### src/rfs_params.svh
`ifndef RFS_PARAMS_SVH
`define RFS_PARAMS_SVH
`define RFS_UV_COUNT     5'h10
`define RFS_OV_COUNT     5'h02
`define RFS_ILIM_COUNT   5'h10
`define RFS_CNT_RESET    5'h00
`endif

### src/rfs_pkg.sv
package rfs_pkg;
  typedef enum logic [2:0] {
    RFS_OFF, RFS_SOFT_START, RFS_RUN, RFS_DISCHARGE, RFS_RECHARGE
  } rfs_state_t;
  typedef struct packed {
    logic uv;        // feedback under the under-voltage threshold
    logic ov;        // feedback over the over-voltage threshold
    logic sw_high;   // switch node above the short threshold
    logic lowside_on; // low-side transistor fully on
    logic ilim;      // cycle ended by the current limit
    logic hot;       // die at the shutdown temperature
    logic cool;      // die below the restart temperature
    logic pg_window; // feedback inside the power-good window
  } rfs_cmp_t;
  typedef struct packed {
    logic ss_at_1v0;  // ramp reached the latch enable point
    logic en_above_hi; // turn-on pin above 1.35V
    logic en_below_lo; // turn-on pin below 1.1V
    logic fb_below_lo; // feedback below 0.25V
    logic fb_above_hi; // feedback above 0.5V
  } rfs_lvl_t;
endpackage

### src/rfs_supervisor.sv
`timescale 1ns/1ps
`include "rfs_params.svh"
module rfs_supervisor (
  input  wire logic            sys_clk,          // switching oscillator clock
  input  wire logic            rst,              // lockout or turn-on toggle, sync high
  input  wire rfs_pkg::rfs_cmp_t cmp,            // fault comparators, one sample per cycle
  input  wire rfs_pkg::rfs_lvl_t lvl,            // ramp, pin and feedback levels
  output logic                 fault_latch,      // shared fault latch
  output logic                 converter_en,     // switching allowed
  output logic                 ss_discharge,     // hold soft-start ramp discharged
  output logic                 en_sink,          // turn-on pin current sink active
  output logic                 en_pullup,        // turn-on pin pull-up active
  output logic                 lowside_force,    // low-side on for output discharge
  output logic                 power_good_out,   // open-drain data, always 0
  output logic                 power_good_oe_n   // low while pulling power-good low
);
  rfs_pkg::rfs_state_t state_reg, state_next;
  logic [4:0] uv_cnt_reg, uv_cnt_next;
  logic [4:0] ov_cnt_reg, ov_cnt_next;
  logic [4:0] il_cnt_reg, il_cnt_next;
  logic       latch_en_reg;
  logic       dis_reg;
  logic       hold_hot_reg;

  //////////////////////////////////////////////////////////////////////////////
  wire        active   = (state_reg == rfs_pkg::RFS_SOFT_START) ||
                         (state_reg == rfs_pkg::RFS_RUN);
  wire        uv_armed = active && lvl.ss_at_1v0;
  assign uv_cnt_next = (uv_armed && cmp.uv) ?
                       ((uv_cnt_reg == `RFS_UV_COUNT) ? uv_cnt_reg : uv_cnt_reg + 5'h01) :
                       `RFS_CNT_RESET;
  assign ov_cnt_next = (active && cmp.ov) ?
                       ((ov_cnt_reg == `RFS_OV_COUNT) ? ov_cnt_reg : ov_cnt_reg + 5'h01) :
                       `RFS_CNT_RESET;
  assign il_cnt_next = (active && cmp.ilim) ?
                       ((il_cnt_reg == `RFS_ILIM_COUNT) ? il_cnt_reg : il_cnt_reg + 5'h01) :
                       `RFS_CNT_RESET;
  wire        uv_trip  = uv_cnt_next == `RFS_UV_COUNT;
  wire        ov_trip  = ov_cnt_next == `RFS_OV_COUNT;
  wire        il_trip  = il_cnt_next == `RFS_ILIM_COUNT;
  wire        hs_short = active && cmp.sw_high && cmp.lowside_on;
  wire        ot_trip  = active && cmp.hot;
  wire        trip     = uv_trip || ov_trip || il_trip || hs_short || ot_trip;

  always_comb begin
    state_next = state_reg;
    case (state_reg)
      rfs_pkg::RFS_OFF:
        if (lvl.en_above_hi) begin
          state_next = rfs_pkg::RFS_SOFT_START;
        end
      rfs_pkg::RFS_SOFT_START:
        if (trip) begin
          state_next = rfs_pkg::RFS_DISCHARGE;
        end else if (lvl.ss_at_1v0) begin
          state_next = rfs_pkg::RFS_RUN;
        end
      rfs_pkg::RFS_RUN:
        if (trip) begin
          state_next = rfs_pkg::RFS_DISCHARGE;
        end
      // a pin held high never drops to 1.1V, so the block stays latched
      rfs_pkg::RFS_DISCHARGE:
        if (lvl.en_below_lo) begin
          state_next = rfs_pkg::RFS_RECHARGE;
        end
      rfs_pkg::RFS_RECHARGE:
        if (lvl.en_above_hi && !hold_hot_reg) begin
          state_next = rfs_pkg::RFS_SOFT_START;
        end
      default:
        state_next = rfs_pkg::RFS_OFF;
    endcase
  end

  //////////////////////////////////////////////////////////////////////////////
  wire latched   = (state_reg == rfs_pkg::RFS_DISCHARGE) ||
                   (state_reg == rfs_pkg::RFS_RECHARGE);
  wire latched_n = (state_next == rfs_pkg::RFS_DISCHARGE) ||
                   (state_next == rfs_pkg::RFS_RECHARGE);
  wire dis_next  = latched_n && (dis_reg ? !lvl.fb_below_lo :
                   (lvl.fb_above_hi || (!latched && !lvl.fb_below_lo)));
  wire hot_next  = latched_n && (ot_trip || (hold_hot_reg && !cmp.cool));
  wire pg_next   = (state_next == rfs_pkg::RFS_RUN) && lvl.ss_at_1v0 &&
                   cmp.pg_window;
  wire le_next   = (state_next == rfs_pkg::RFS_RUN);

  always_ff @(posedge sys_clk) begin
    if (rst) begin
      state_reg    <= rfs_pkg::RFS_OFF;
      uv_cnt_reg   <= `RFS_CNT_RESET;
      ov_cnt_reg   <= `RFS_CNT_RESET;
      il_cnt_reg   <= `RFS_CNT_RESET;
      latch_en_reg <= 1'b0;
      dis_reg      <= 1'b0;
      hold_hot_reg <= 1'b0;
    end else begin
      state_reg    <= state_next;
      uv_cnt_reg   <= latched_n ? `RFS_CNT_RESET : uv_cnt_next;
      ov_cnt_reg   <= latched_n ? `RFS_CNT_RESET : ov_cnt_next;
      il_cnt_reg   <= latched_n ? `RFS_CNT_RESET : il_cnt_next;
      latch_en_reg <= le_next;
      dis_reg      <= dis_next;
      hold_hot_reg <= hot_next;
    end
  end

  always_ff @(posedge sys_clk) begin
    if (rst) begin
      fault_latch     <= 1'b0;
      converter_en    <= 1'b0;
      ss_discharge    <= 1'b1;
      en_sink         <= 1'b0;
      en_pullup       <= 1'b1;
      lowside_force   <= 1'b0;
      power_good_out  <= 1'b0;
      power_good_oe_n <= 1'b0;
    end else begin
      fault_latch     <= latched_n;
      converter_en    <= (state_next == rfs_pkg::RFS_SOFT_START) ||
                         (state_next == rfs_pkg::RFS_RUN);
      ss_discharge    <= !((state_next == rfs_pkg::RFS_SOFT_START) ||
                           (state_next == rfs_pkg::RFS_RUN));
      en_sink         <= state_next == rfs_pkg::RFS_DISCHARGE;
      en_pullup       <= state_next != rfs_pkg::RFS_DISCHARGE;
      lowside_force   <= dis_next;
      power_good_out  <= 1'b0;
      power_good_oe_n <= pg_next;
    end
  end

  //////////////////////////////////////////////////////////////////////////////
  property p_uv_sixteen;
    @(posedge sys_clk) disable iff (rst)
      (uv_armed && cmp.uv && !latched && uv_cnt_reg == 5'h0f) |=> fault_latch;
  endproperty
  a_uv_sixteen: assert property (p_uv_sixteen) else $error("uv trip missed");

  property p_uv_gated;
    @(posedge sys_clk) disable iff (rst)
      (!lvl.ss_at_1v0) |=> (uv_cnt_reg == 5'h00);
  endproperty
  a_uv_gated: assert property (p_uv_gated) else $error("uv counted early");

  property p_ov_two;
    @(posedge sys_clk) disable iff (rst)
      (active && cmp.ov) ##1 (active && cmp.ov) |=> fault_latch;
  endproperty
  a_ov_two: assert property (p_ov_two) else $error("ov trip missed");

  property p_ov_one;
    @(posedge sys_clk) disable iff (rst)
      (state_reg == rfs_pkg::RFS_RUN && !cmp.ov && !cmp.uv && !cmp.ilim && !cmp.hot &&
       !cmp.sw_high) ##1 (cmp.ov && !cmp.uv && !cmp.ilim && !cmp.hot && !cmp.sw_high &&
       uv_cnt_reg == 5'h00 && il_cnt_reg == 5'h00) |=> !fault_latch;
  endproperty
  a_ov_one: assert property (p_ov_one) else $error("ov tripped on one");

  property p_hs_short;
    @(posedge sys_clk) disable iff (rst)
      (active && cmp.sw_high && cmp.lowside_on) |=> (fault_latch && en_sink);
  endproperty
  a_hs_short: assert property (p_hs_short) else $error("short not latched");

  property p_sink_to_low;
    @(posedge sys_clk) disable iff (rst)
      (state_reg == rfs_pkg::RFS_DISCHARGE && lvl.en_below_lo) |=> (en_pullup && !en_sink);
  endproperty
  a_sink_to_low: assert property (p_sink_to_low) else $error("pull-up not restored");

  property p_restart;
    @(posedge sys_clk) disable iff (rst)
      (state_reg == rfs_pkg::RFS_RECHARGE && lvl.en_above_hi && !hold_hot_reg) |=>
        (converter_en && !fault_latch);
  endproperty
  a_restart: assert property (p_restart) else $error("no restart");

  property p_held_high;
    @(posedge sys_clk) disable iff (rst)
      (state_reg == rfs_pkg::RFS_DISCHARGE && !lvl.en_below_lo) |=> !converter_en;
  endproperty
  a_held_high: assert property (p_held_high) else $error("restart while held");

  property p_pg_early;
    @(posedge sys_clk) disable iff (rst)
      (!lvl.ss_at_1v0 || !cmp.pg_window) |=> !power_good_oe_n;
  endproperty
  a_pg_early: assert property (p_pg_early) else $error("power good early");

  property p_lowside;
    @(posedge sys_clk) disable iff (rst)
      (lowside_force && !lvl.fb_below_lo && latched_n) |=> lowside_force;
  endproperty
  a_lowside: assert property (p_lowside) else $error("discharge stopped early");

  property p_ilim;
    @(posedge sys_clk) disable iff (rst)
      (active && cmp.ilim && il_cnt_reg == 5'h0f) |=> fault_latch;
  endproperty
  a_ilim: assert property (p_ilim) else $error("ilim trip missed");

  property p_hot_hold;
    @(posedge sys_clk) disable iff (rst)
      (hold_hot_reg && !cmp.cool) |=> !converter_en;
  endproperty
  a_hot_hold: assert property (p_hot_hold) else $error("restart while hot");

  property p_pg_latch_en;
    @(posedge sys_clk) disable iff (rst)
      power_good_oe_n |-> latch_en_reg;
  endproperty
  a_pg_latch_en: assert property (p_pg_latch_en) else $error("power good before enable");

  property p_uv_clear;
    @(posedge sys_clk) disable iff (rst)
      (!cmp.uv) |=> (uv_cnt_reg == 5'h00);
  endproperty
  a_uv_clear: assert property (p_uv_clear) else $error("uv count kept");

  property p_ov_clear;
    @(posedge sys_clk) disable iff (rst)
      (!cmp.ov) |=> (ov_cnt_reg == 5'h00);
  endproperty
  a_ov_clear: assert property (p_ov_clear) else $error("ov count kept");

  property p_il_clear;
    @(posedge sys_clk) disable iff (rst)
      (!cmp.ilim) |=> (il_cnt_reg == 5'h00);
  endproperty
  a_il_clear: assert property (p_il_clear) else $error("ilim count kept");

  property p_sink_hold;
    @(posedge sys_clk) disable iff (rst)
      (state_reg == rfs_pkg::RFS_DISCHARGE && !lvl.en_below_lo) |=>
        (en_sink && !en_pullup && fault_latch);
  endproperty
  a_sink_hold: assert property (p_sink_hold) else $error("sink released early");

  property p_wait_charge;
    @(posedge sys_clk) disable iff (rst)
      (state_reg == rfs_pkg::RFS_RECHARGE && !lvl.en_above_hi) |=>
        (!converter_en && fault_latch);
  endproperty
  a_wait_charge: assert property (p_wait_charge) else $error("restart before charge");

  property p_rst_state;
    @(posedge sys_clk)
      rst |=> (ss_discharge && !fault_latch && !converter_en && !lowside_force);
  endproperty
  a_rst_state: assert property (p_rst_state) else $error("reset state wrong");

  property p_ov_soft;
    @(posedge sys_clk) disable iff (rst)
      (state_reg == rfs_pkg::RFS_SOFT_START && cmp.ov && ov_cnt_reg == 5'h01) |=> fault_latch;
  endproperty
  a_ov_soft: assert property (p_ov_soft) else $error("ov missed in soft-start");

  property p_short_soft;
    @(posedge sys_clk) disable iff (rst)
      (state_reg == rfs_pkg::RFS_SOFT_START && cmp.sw_high && cmp.lowside_on) |=> fault_latch;
  endproperty
  a_short_soft: assert property (p_short_soft) else $error("short missed in soft-start");

  property p_lowside_enter;
    @(posedge sys_clk) disable iff (rst)
      (!latched && latched_n && lvl.fb_below_lo) |=> !lowside_force;
  endproperty
  a_lowside_enter: assert property (p_lowside_enter) else $error("low-side on when low");

  property p_lowside_rest;
    @(posedge sys_clk) disable iff (rst)
      (latched && !lowside_force && !lvl.fb_above_hi) |=> !lowside_force;
  endproperty
  a_lowside_rest: assert property (p_lowside_rest) else $error("low-side on again");

  property p_lowside_stop;
    @(posedge sys_clk) disable iff (rst)
      (latched && lvl.fb_below_lo && !lvl.fb_above_hi) |=> !lowside_force;
  endproperty
  a_lowside_stop: assert property (p_lowside_stop) else $error("low-side not off");

  property p_lowside_idle;
    @(posedge sys_clk) disable iff (rst)
      (!fault_latch) |-> !lowside_force;
  endproperty
  a_lowside_idle: assert property (p_lowside_idle) else $error("low-side forced unlatched");

  property p_hot_latch;
    @(posedge sys_clk) disable iff (rst)
      (active && cmp.hot) |=> (fault_latch && hold_hot_reg);
  endproperty
  a_hot_latch: assert property (p_hot_latch) else $error("hot trip missed");

  property p_pg_latched;
    @(posedge sys_clk) disable iff (rst)
      fault_latch |-> !power_good_oe_n;
  endproperty
  a_pg_latched: assert property (p_pg_latched) else $error("power good while latched");

  property p_off_quiet;
    @(posedge sys_clk) disable iff (rst)
      (state_reg == rfs_pkg::RFS_OFF && !lvl.en_above_hi) |=> !converter_en;
  endproperty
  a_off_quiet: assert property (p_off_quiet) else $error("start with pin low");
endmodule // rfs_supervisor
### config.mk
export PLATFORM = sky130hd
export DESIGN_NAME = rfs_supervisor
export DESIGN_NICKNAME = d
export VERILOG_FILES = /design/src/rfs_pkg.sv /design/src/rfs_supervisor.sv
export VERILOG_INCLUDE_DIRS = /design/src
export SDC_FILE = /design/constraint.sdc
export NUM_CORES = 1
export LEC_CHECK = 0
export BUFFER_PORTS_ARGS = -buffer_cell sky130_fd_sc_hd__buf_2
export CORE_MARGIN = 5
export CORE_UTILIZATION = 40
export DETAILED_ROUTE_END_ITERATION = 16
export PLACE_DENSITY = 0.6
export REMOVE_ABC_BUFFERS = 1
export SLEW_MARGIN = 20
export SYNTH_ARGS = -nofsm -noshare
export SYNTH_HDL_FRONTEND = slang
export SYNTH_SLANG_ARGS = --single-unit
### constraint.sdc
create_clock -name sys_clk -period 2.6 [get_ports sys_clk]
set_clock_uncertainty 0.1 [all_clocks]
set_input_delay 0.52 -clock sys_clk [delete_from_list [all_inputs] [get_ports sys_clk]]
set_output_delay 0.52 -clock sys_clk [all_outputs]
set_load 0.02 [all_outputs]
* Word-level counts from Yosys, hierarchy flattened
Cells that the tools add are included.
** Cells by class
- Reduce and logical (&&, ||, !) cells :: 31
- $add $sub $neg :: 3
- Eq/ne operators :: 15
- $lt $le $gt $ge :: 0
- Bitwise gates (word level) :: 0
- Mux-type cells :: 14
- $mul :: 0
- Divide/modulo/power cells :: 0
- Shift-type cells :: 0
** Operators by type and width (number)
- 5-bit two-way mux :: 6
- 5-bit == test (second input constant) :: 4
- 3-bit two-way mux :: 6
- 5-bit by 1-bit adder with 5-bit output (second input constant) :: 3
- 3-bit case mux with 5 select lines :: 1
- 1-bit logical AND :: 14
- 3-bit by 2-bit == test with 1-bit output (second input constant) :: 4
- 5-bit by 2-bit == test with 1-bit output (second input constant) :: 2
- 1-bit logical OR :: 10
- 3-bit by 1-bit == test with 1-bit output (second input constant) :: 2
- 3-bit == test (second input constant) :: 2
- 1-bit zero test :: 5
- 3-bit zero test :: 1
- 3-bit by 2-bit inequality test with 1-bit output (second input constant) :: 1
- 2-bit OR reduction :: 1
- 1-bit two-way mux :: 1
** Word-level totals
- Logic and storage cells :: 75
- Input port bits :: 15
- Output and inout bits :: 8
- Memory bits (writable) :: 0
- Bits in read-only memories :: 0
- Memories kept :: 0
- Bits in registers :: 26
- Bits in latches :: 0

* Logic depth before layout (Yosys ltp)
Gate-level depths: netlist of run 1.
- Depth in word-level cells :: 15
- Gate-level depth with buffers :: 9
- Depth with buffers taken out :: 8

* Least setup slack after synthesis of run 1
Ideal clock, no wire load.
- Path type :: register to register
- Start :: register uv_cnt_reg[0]
- End :: register converter_en
- Slack :: 0.495 ns
- Cell stages (with the launch flop) :: 10
- Buffers on the path :: 1
- Period minus slack after synthesis :: 2.105 ns
- Data required time :: 2.361 ns
- Arrival time :: 1.866 ns
- Library setup time :: 0.139 ns
- Cell sequence :: dfxtp_1 -> inv_1 -> ha_1 -> nand2_1 -> mux2i_1 -> o32a_1 -> o32a_4 -> a31oi_4 -> buf_6 -> a211oi_1
** Between the ends
- Cells in the longest elaborated chain, start to end :: 12
- Elaborated cells between the ends (all ways) :: 15
- Those cells by class :: 1 x add/sub; 4 x eq/ne; 5 x mux; 5 x reduce/logical
** Ends and longest elaborated chain
- start, declared :: RTL line rfs_supervisor.sv:18 : logic [4:0] uv_cnt_reg, uv_cnt_next;
- start signal, assigned :: RTL line rfs_supervisor.sv:91 : uv_cnt_reg <= `RFS_CNT_RESET;
- start signal, assigned :: RTL line rfs_supervisor.sv:99 : uv_cnt_reg <= latched_n ? `RFS_CNT_RESET : uv_cnt_next;
- 5-bit by 1-bit adder with 5-bit output or 5-bit == test (tied branches)
- 5-bit two-way mux (*) :: RTL line rfs_supervisor.sv:30 : ((uv_cnt_reg == `RFS_UV_COUNT) ? uv_cnt_reg : uv_cnt_reg + 5'h01) :
- 5-bit two-way mux (no source line) (*)
- 5-bit == test (no source line) (*)
- 1-bit logical OR (*) (4 in series) :: RTL line rfs_supervisor.sv:43 : wire trip = uv_trip || ov_trip || il_trip || hs_short || ot_trip;
- 3-bit two-way mux, on equally long branches :: RTL line rfs_supervisor.sv:59, rfs_supervisor.sv:53
- 3-bit case mux with 5 select lines (*) :: RTL line rfs_supervisor.sv:47 : case (state_reg)
- 3-bit by 1-bit == test with 1-bit output or 3-bit by 2-bit == test with 1-bit output (tied branches) :: RTL line rfs_supervisor.sv:120, rfs_supervisor.sv:121
- 1-bit logical OR (*) :: RTL line rfs_supervisor.sv:120 : converter_en <= (state_next == rfs_pkg::RFS_SOFT_START) ||
- end signal, assigned :: RTL line rfs_supervisor.sv:120
- end, declared :: RTL line rfs_supervisor.sv:9 : output logic converter_en,
Mark *: on every way between the ends. The rest lies on a longest branch, timed or not.
A chain may end at the register's enable or synchronous reset.

* Final worst setup path of run 1
- Start :: register uv_cnt_reg[0]
- End :: register ov_cnt_reg[0]
** Between the ends
- Cells in the longest elaborated chain, start to end :: 13
- Elaborated cells between the ends (all ways) :: 16
- Those cells by class :: 1 x add/sub; 4 x eq/ne; 5 x mux; 6 x reduce/logical
** Ends and longest elaborated chain
- 5-bit by 1-bit adder with 5-bit output or 5-bit == test (tied branches)
- 5-bit two-way mux (*) :: RTL line rfs_supervisor.sv:30
- 5-bit two-way mux (no source line) (*)
- 5-bit == test (no source line) (*)
- 1-bit logical OR (*) (4 in series) :: RTL line rfs_supervisor.sv:43
- 3-bit two-way mux, on equally long branches :: RTL line rfs_supervisor.sv:59, rfs_supervisor.sv:53
- 3-bit case mux with 5 select lines (*) :: RTL line rfs_supervisor.sv:47
- 3-bit by 2-bit == test with 1-bit output or 3-bit == test (tied branches) :: RTL line rfs_supervisor.sv:79, rfs_supervisor.sv:80
- 1-bit logical OR (*) :: RTL line rfs_supervisor.sv:79 : wire latched_n = (state_next == rfs_pkg::RFS_DISCHARGE) ||
- 2-bit OR reduction (no source line) (*)
- end signal, assigned :: RTL line rfs_supervisor.sv:92 : ov_cnt_reg <= `RFS_CNT_RESET;
- end signal, assigned :: RTL line rfs_supervisor.sv:100 : ov_cnt_reg <= latched_n ? `RFS_CNT_RESET : ov_cnt_next;
- end, declared :: RTL line rfs_supervisor.sv:19 : logic [4:0] ov_cnt_reg, ov_cnt_next;
Marked as above.

==> summary.txt, run 1 <==
Routing
  – First-pass DRT Iterations: 4
  – Routed vias/inst: 5.44
  – Routed WL: 3330 um
  – # DRC: 0
  – DRT iter0 DRCs: 43
  – Vias: 1343
  – DR WL/cell: 13.5 um
  – Post-DRT Antenna Nets: 0

Clocking
  – Root buffer selected by CTS: clkbuf_8
  – Post-CTS setup buffers: 0
  – CTS buffer count: 3
  – H-tree depth: 1
  – CTS max path bufs: 2
  – CTS tree: built
  – Worst skew pair latency: 270 ps
  – CTS clk-pin slew, worst paths: 90 ps
  – Post-CTS Resized: 0
  – Hold_buf cts: 0
  – Clk sinks: 26

Power and ir drop
  – Leak: 0.000708 uW
  – VDD IR-drop max: 329 uV
  – PD cells: 496 nW/um^2

Setup path
  – Crit path max-delay family: compound AO/OA/AOI/OAI gates
  – CP max-delay cell: a31oi_4
  – Critical-path maximum fanout: 14
  – Critical path startpoint category: register
  – Crit path from: uv_cnt_reg[0]
  – Kind of critical path: reg2reg
  – Crit. End Element: register
  – Crit path largest cell delay: 450 ps
  – Arrival time at the worst endpoint: 2410 ps
  – Crit-path cells: inv_1 -> ha_1 -> nand2_1 -> mux2i_1 -> o32a_1 -> o32a_4 -> a31oi_4 -> nor4_1
  – Req. time, crit path: 2640 ps
  – Launch point of the worst reg-to-reg path: uv_cnt_reg[0]
  – Worst path bufs/invs: 1

Logic synthesis
  – Top cell type's share of synthesized area: 0.331
  – Area of the mapped netlist: 1570 um^2
  – Distinct cells, synth: 52
  – Post-synth ARST share: 0
  – Dominant synthesized flop cell: dfxtp_1
  – Top-count cell post-synth: dfxtp_1
  – Commonest cells post-synth: 26 x dfxtp_1, 20 x nand2_1, 13 x inv_1, 12 x nand3_1, 12 x nor3_1
  – Mapped Cells: 181
  – Number of synthesized flops with an enable pin: 0
  – Synth top area cells: dfxtp_1 33%, ha_1 4.8%, nand2_1 4.8%, xor2_1 3.9%, nand3_1 3.8%
  – Post-synthesis sequential area ratio: 0.331
  – Synthesis-stage register bit count: 26
  – Syn Area/Cell: 8.68 um^2
  – Ys Warns: 0
  – Yosys top cell by area: dfxtp_1

GRT
  – Pin count of the biggest net entering global routing: 15
  – Met3 usage: 0.0372
  – Vias in the first global route: 1329
  – First-pass GRT wire length: 5750 um
  – GRT Util Overall: 0.136
  – M1 GR Usage: 0.155
  – GRT overflow: 0
  – Met2 Use GR: 0.242
  – Initial antenna violation count: 0
  – Layer with the highest usage: met2

STA
  – Crit path time final: 2370 ps
  – Final Max Slew Viols: 0
  – # setup viols final: 0
  – Period utilization: 0.913
  – Setup repair after global routing missed its margin: no
  – Total Neg Setup Slack: 0 ps
  – Fin. Hold Viols: 0
  – Fmax: 421 MHz

Cells and area
  – Ant. Diodes: 0
  – Area grow syn2layout: 10.9%
  – Cell area after layout: 1740 um^2
  – Fillers: 365
  – Nets: 221
  – Share of post-route cells with drive strength above 1: 0.206

Die
  – CORE AREA: 3740 um^2
  – I/O pins: 23
  – Starting Density: 0.420
  – Row cnt: 22
  – Die Wd: 72.7 um
  – Die ar.: 5280 um^2
  – Y dimension of the die: 72.7 um

Placed design
  – Input/output buffers: 21
  – Dpl hpwl: 2600 um
  – Placed inst area: 1690 um^2
  – RePlAce Congestion: 0.803

Hold path
  – Hold Path Origin: cmp[0]
  – Worst hold path class: in2reg

Outcome
  – Outcome: completed

Flow run
  – Max cap viols: 0
## cell families after synthesis
| group | Yosys count | share of synthesized area |
|---|---|---|
| other | 1 | 0.00239 |
| AND/OR/NAND/NOR | 79 | 0.279 |
| XOR/XNOR | 13 | 0.0772 |
| AO/OA/AOI/OAI | 31 | 0.169 |
| multiplexers | 4 | 0.0263 |
| adder cells (fa/ha/maj) | 6 | 0.0478 |
| flip-flops | 26 | 0.331 |
| buffers and inverters | 21 | 0.0669 |
## routing by layer
layer | share of wire | up-vias
met5 | 0 | -
met4 | 0.012 | 0
met3 | 0.044 | 4
met2 | 0.50 | 27
met1 | 0.45 | 635
li1 | - | 677
## layout make-up
type	instances	area, um^2	area share
clock buffer	4	55.1	0.0316
inverter	13	48.8	0.0280
multi-input combinational	134	946	0.543
sequential	26	520	0.299
tap	48	60.1	0.0345
timing repair buffer	22	113	0.0646
## where the power goes
| group | switching, uW | leakage [uW] | internal, uW |
|---|---|---|---|
| Clock | 121 | 0.0000288 | 135 |
| Combinational | 110 | 0.000468 | 64.2 |
| Sequential | 16.8 | 0.000211 | 416 |
## per-stage QoR
| step | power [uW] | instances | hold WS (ps) | util | worst slack [ps] |
|---|---|---|---|---|---|
| 2_1_floorplan | 563 | 173 | 444 | - | 495 |
| 3_3_place_gp | 615 | 243 | 438 | 0.451 | 352 |
| 3_5_place_dp | 618 | 243 | 453 | 0.451 | 249 |
| 4_1_cts | 877 | 247 | 409 | 0.466 | 226 |
| 5_1_grt | 917 | 247 | 406 | 0.466 | 44.0 |
| 6_report | 864 | 247 | 413 | 0.466 | 226 |
## final timing paths
kind | to | slack [ps] | depth (start not counted)
setup / recovery | ov_cnt_reg[0] | 230 | 8
hold / removal | power_good_oe_n | 410 | 2
setup reg to reg | ov_cnt_reg[0] | 230 | 8
hold reg to reg | lowside_force | 470 | 2
## cells in the final DEF, fill, tap and decap left out, types with 2 or more instances in the layout
master    count
o21ai_0       5
nor2_1        7
clkbuf_8      4
buf_2        21
nand2b_1      5
a211oi_1      2
or3_1         2
inv_1        13
a21oi_1       3
mux2i_1       3
xnor2_1       5
or2_2         3
o32ai_1       2
nor2b_1       3
nor4_1        4
ha_1          6
nand2_1      20
dfxtp_1      26
nor3_1       12
o21bai_1      2
nand3_1      12
xor2_1        7
o31ai_1       2
a21o_1        3
Note: power is estimated with default switching activity, not from simulation.
==> run 2: changes to the inputs <==
--- a/config.mk
+++ b/config.mk
@@ -6,13 +6,15 @@
 export SDC_FILE = /design/constraint.sdc
 export NUM_CORES = 1
 export LEC_CHECK = 0
+export ABC_AREA = 1
 export BUFFER_PORTS_ARGS = -buffer_cell sky130_fd_sc_hd__buf_2
 export CORE_MARGIN = 5
 export CORE_UTILIZATION = 40
 export DETAILED_ROUTE_END_ITERATION = 16
-export PLACE_DENSITY = 0.6
+export PLACE_DENSITY = 0.61
 export REMOVE_ABC_BUFFERS = 1
 export SLEW_MARGIN = 20
 export SYNTH_ARGS = -nofsm -noshare
 export SYNTH_HDL_FRONTEND = slang
 export SYNTH_SLANG_ARGS = --single-unit
+export TNS_END_PERCENT = 5
==> summary.txt, run 2 <==
Cells and area
  – Area grow syn2layout: 12.5%
  – Fillers: 357
  – Share of post-route cells with drive strength above 1: 0.222
  – Commonest non-fill, non-tap cell in the layout: nand2_1
  – Register area: 520 um^2
  – Cell area after layout: 1630 um^2
  – Area of the multi-input gates: 769 um^2
  – Nets: 252
  – Commonest non-fill, non-tap cells in the layout: 42 x nand2_1, 32 x inv_1, 28 x nor2_1
  – Ant. Diodes: 0

STA
  – Period utilization: 0.809
  – Final Max Slew Viols: 0
  – Crit path time final: 2100 ps
  – Setup repair after global routing missed its margin: no
  – Fin. Hold Viols: 0
  – # setup viols final: 0
  – Fmax: 475 MHz
  – Total Neg Setup Slack: 0 ps

GRT
  – Pin count of the biggest net entering global routing: 16
  – GRT overflow: 0
  – Initial antenna violation count: 0
  – First-pass GRT wire length: 4670 um
  – Vias in the first global route: 1176
  – GRT Util Overall: 0.114

Routing
  – DR WL/cell: 9.60 um
  – Routed vias/inst: 4.46
  – Vias: 1232
  – # DRC: 0
  – DRT iter0 DRCs: 29
  – Routed WL: 2650 um
  – First-pass DRT Iterations: 4
  – Post-DRT Antenna Nets: 0

Logic synthesis
  – Ys Warns: 0
  – Top cell type's share of synthesized area: 0.360
  – Distinct cells, synth: 29
  – Mapped Cells: 207
  – Syn Area/Cell: 6.98 um^2
  – Dominant synthesized flop cell: dfxtp_1
  – Top-count cell post-synth: nand2_1
  – Yosys top cell by area: dfxtp_1
  – Post-synth ARST share: 0
  – Area of the mapped netlist: 1450 um^2
  – Number of synthesized flops with an enable pin: 0
  – Post-synthesis sequential area ratio: 0.360
  – Synth top area cells: dfxtp_1 36%, nand2_1 11%, inv_1 8.3%, nor2_1 7.3%, nand3_1 6.6%
  – Commonest cells post-synth: 42 x nand2_1, 32 x inv_1, 28 x nor2_1, 26 x dfxtp_1, 19 x nand3_1
  – Synthesis-stage register bit count: 26

Power and ir drop
  – Switching fraction of total power: 0.333
  – PD cells: 543 nW/um^2
  – Logic pwr share: 0.271
  – Clk network pwr share: 0.227
  – P_int: 590 uW
  – P_sw: 294 uW
  – Sequential share of power: 0.502
  – Leak: 0.000781 uW
  – VDD IR-drop max: 364 uV

Placed design
  – Input/output buffers: 21
  – Dpl hpwl: 2190 um
  – RePlAce Congestion: 0.881
  – Placed inst area: 1590 um^2

Setup path
  – Critical path startpoint category: register
  – Crit. End Element: register
  – Crit path from: uv_cnt_reg[0]
  – Launch point of the worst reg-to-reg path: uv_cnt_reg[0]
  – Kind of critical path: reg2reg
  – Critical-path maximum fanout: 15
  – Arrival time at the worst endpoint: 2260 ps
  – Req. time, crit path: 2760 ps
  – Setup slack, reg-to-reg: 500 ps

Clocking
  – Hold_buf cts: 0
  – Worst skew pair latency: 320 ps
  – CTS max path bufs: 2
  – Root buffer selected by CTS: clkbuf_4
  – CTS tree: built
  – H-tree depth: 1
  – CTS clk-pin slew, worst paths: 140 ps
  – Post-CTS setup buffers: 0
  – CTS buffer count: 3
  – Clk sinks: 26
  – Post-CTS Resized: 0

Die
  – Starting Density: 0.423
  – Y dimension of the die: 70.1 um
  – Die ar.: 4910 um^2
  – I/O pins: 23
  – Row cnt: 21
  – Die Wd: 70.1 um
  – CORE AREA: 3420 um^2

Hold path
  – Worst hold path class: in2reg
  – Hold Path Origin: rst

Flow run
  – Max cap viols: 0

Outcome
  – Outcome: completed
[run 2: cells by family (layout without fill, tap and decap cells)]
group | count (synthesis) | in the layout | share of synthesized area
other | 1 | 1 | 0.00259
adder cells (fa/ha/maj) | 6 | 6 | 0.0519
AND/OR/NAND/NOR | 118 | 118 | 0.396
flip-flops | 26 | 26 | 0.360
XOR/XNOR | 4 | 4 | 0.0242
buffers and inverters | 38 | 61 | 0.107
AO/OA/AOI/OAI | 14 | 14 | 0.0580
[run 2: worst paths after layout]
check / to / cells after the start
max: il_cnt_reg[3] / 15
min: state_reg[2] / 2
max reg2reg: il_cnt_reg[3] / 15
min reg2reg: hold_hot_reg / 2
[run 2: area by class of cell]
type | instances | area share
tap | 46 | 0.0354
timing repair buffer | 21 | 0.0647
multi-input combinational | 143 | 0.473
inverter | 36 | 0.0839
sequential | 26 | 0.320
clock buffer | 4 | 0.0223
[run 2: power by group through the flow]
stage | clock network, uW | logic [uW] | registers (uW)
global placement | 0 | 243 | 453
detailed placement | 0 | 242 | 453
finish | 200 | 239 | 444
CTS | 207 | 244 | 444
floorplan | 0 | 157 | 475
global route | 221 | 271 | 446
[run 2: stage by stage]
| stage | instances | hold WS [ps] | worst slack [ps] | util | power (uW) |
|---|---|---|---|---|---|
| floorplan | 205 | 387 | 764 | - | 631 |
| global placement | 272 | 419 | 470 | 0.465 | 696 |
| detailed placement | 272 | 438 | 485 | 0.465 | 695 |
| CTS | 276 | 308 | 486 | 0.476 | 895 |
| global route | 276 | 309 | 250 | 0.476 | 938 |
| finish | 276 | 313 | 496 | 0.476 | 883 |
[run 2: worst max-delay path: stages, from the launching register on]
cell	delay (ps)
dfxtp_1	450
inv_1	90
ha_1	190
nand2_1	60
inv_1	50
nand3_1	90
nand2_1	70
a21oi_2	110
nor2_1	60
nor2_1	110
nand3_1	100
nand2_2	80
nand2_2	80
nand2_4	90
nand3_4	180
nor2_1	150
[run 2: routing by layer]
metal / up-vias / wire length [um] / part of all wire / GRT usage
li1: 692 / - / - / -
met1: 521 / 1350 / 0.51 / 0.143
met2: 15 / 1200 / 0.45 / 0.199
met3: 4 / 66 / 0.025 / 0.0187
met4: 0 / 30 / 0.011 / 0.0319
met5: - / 0 / 0 / 0
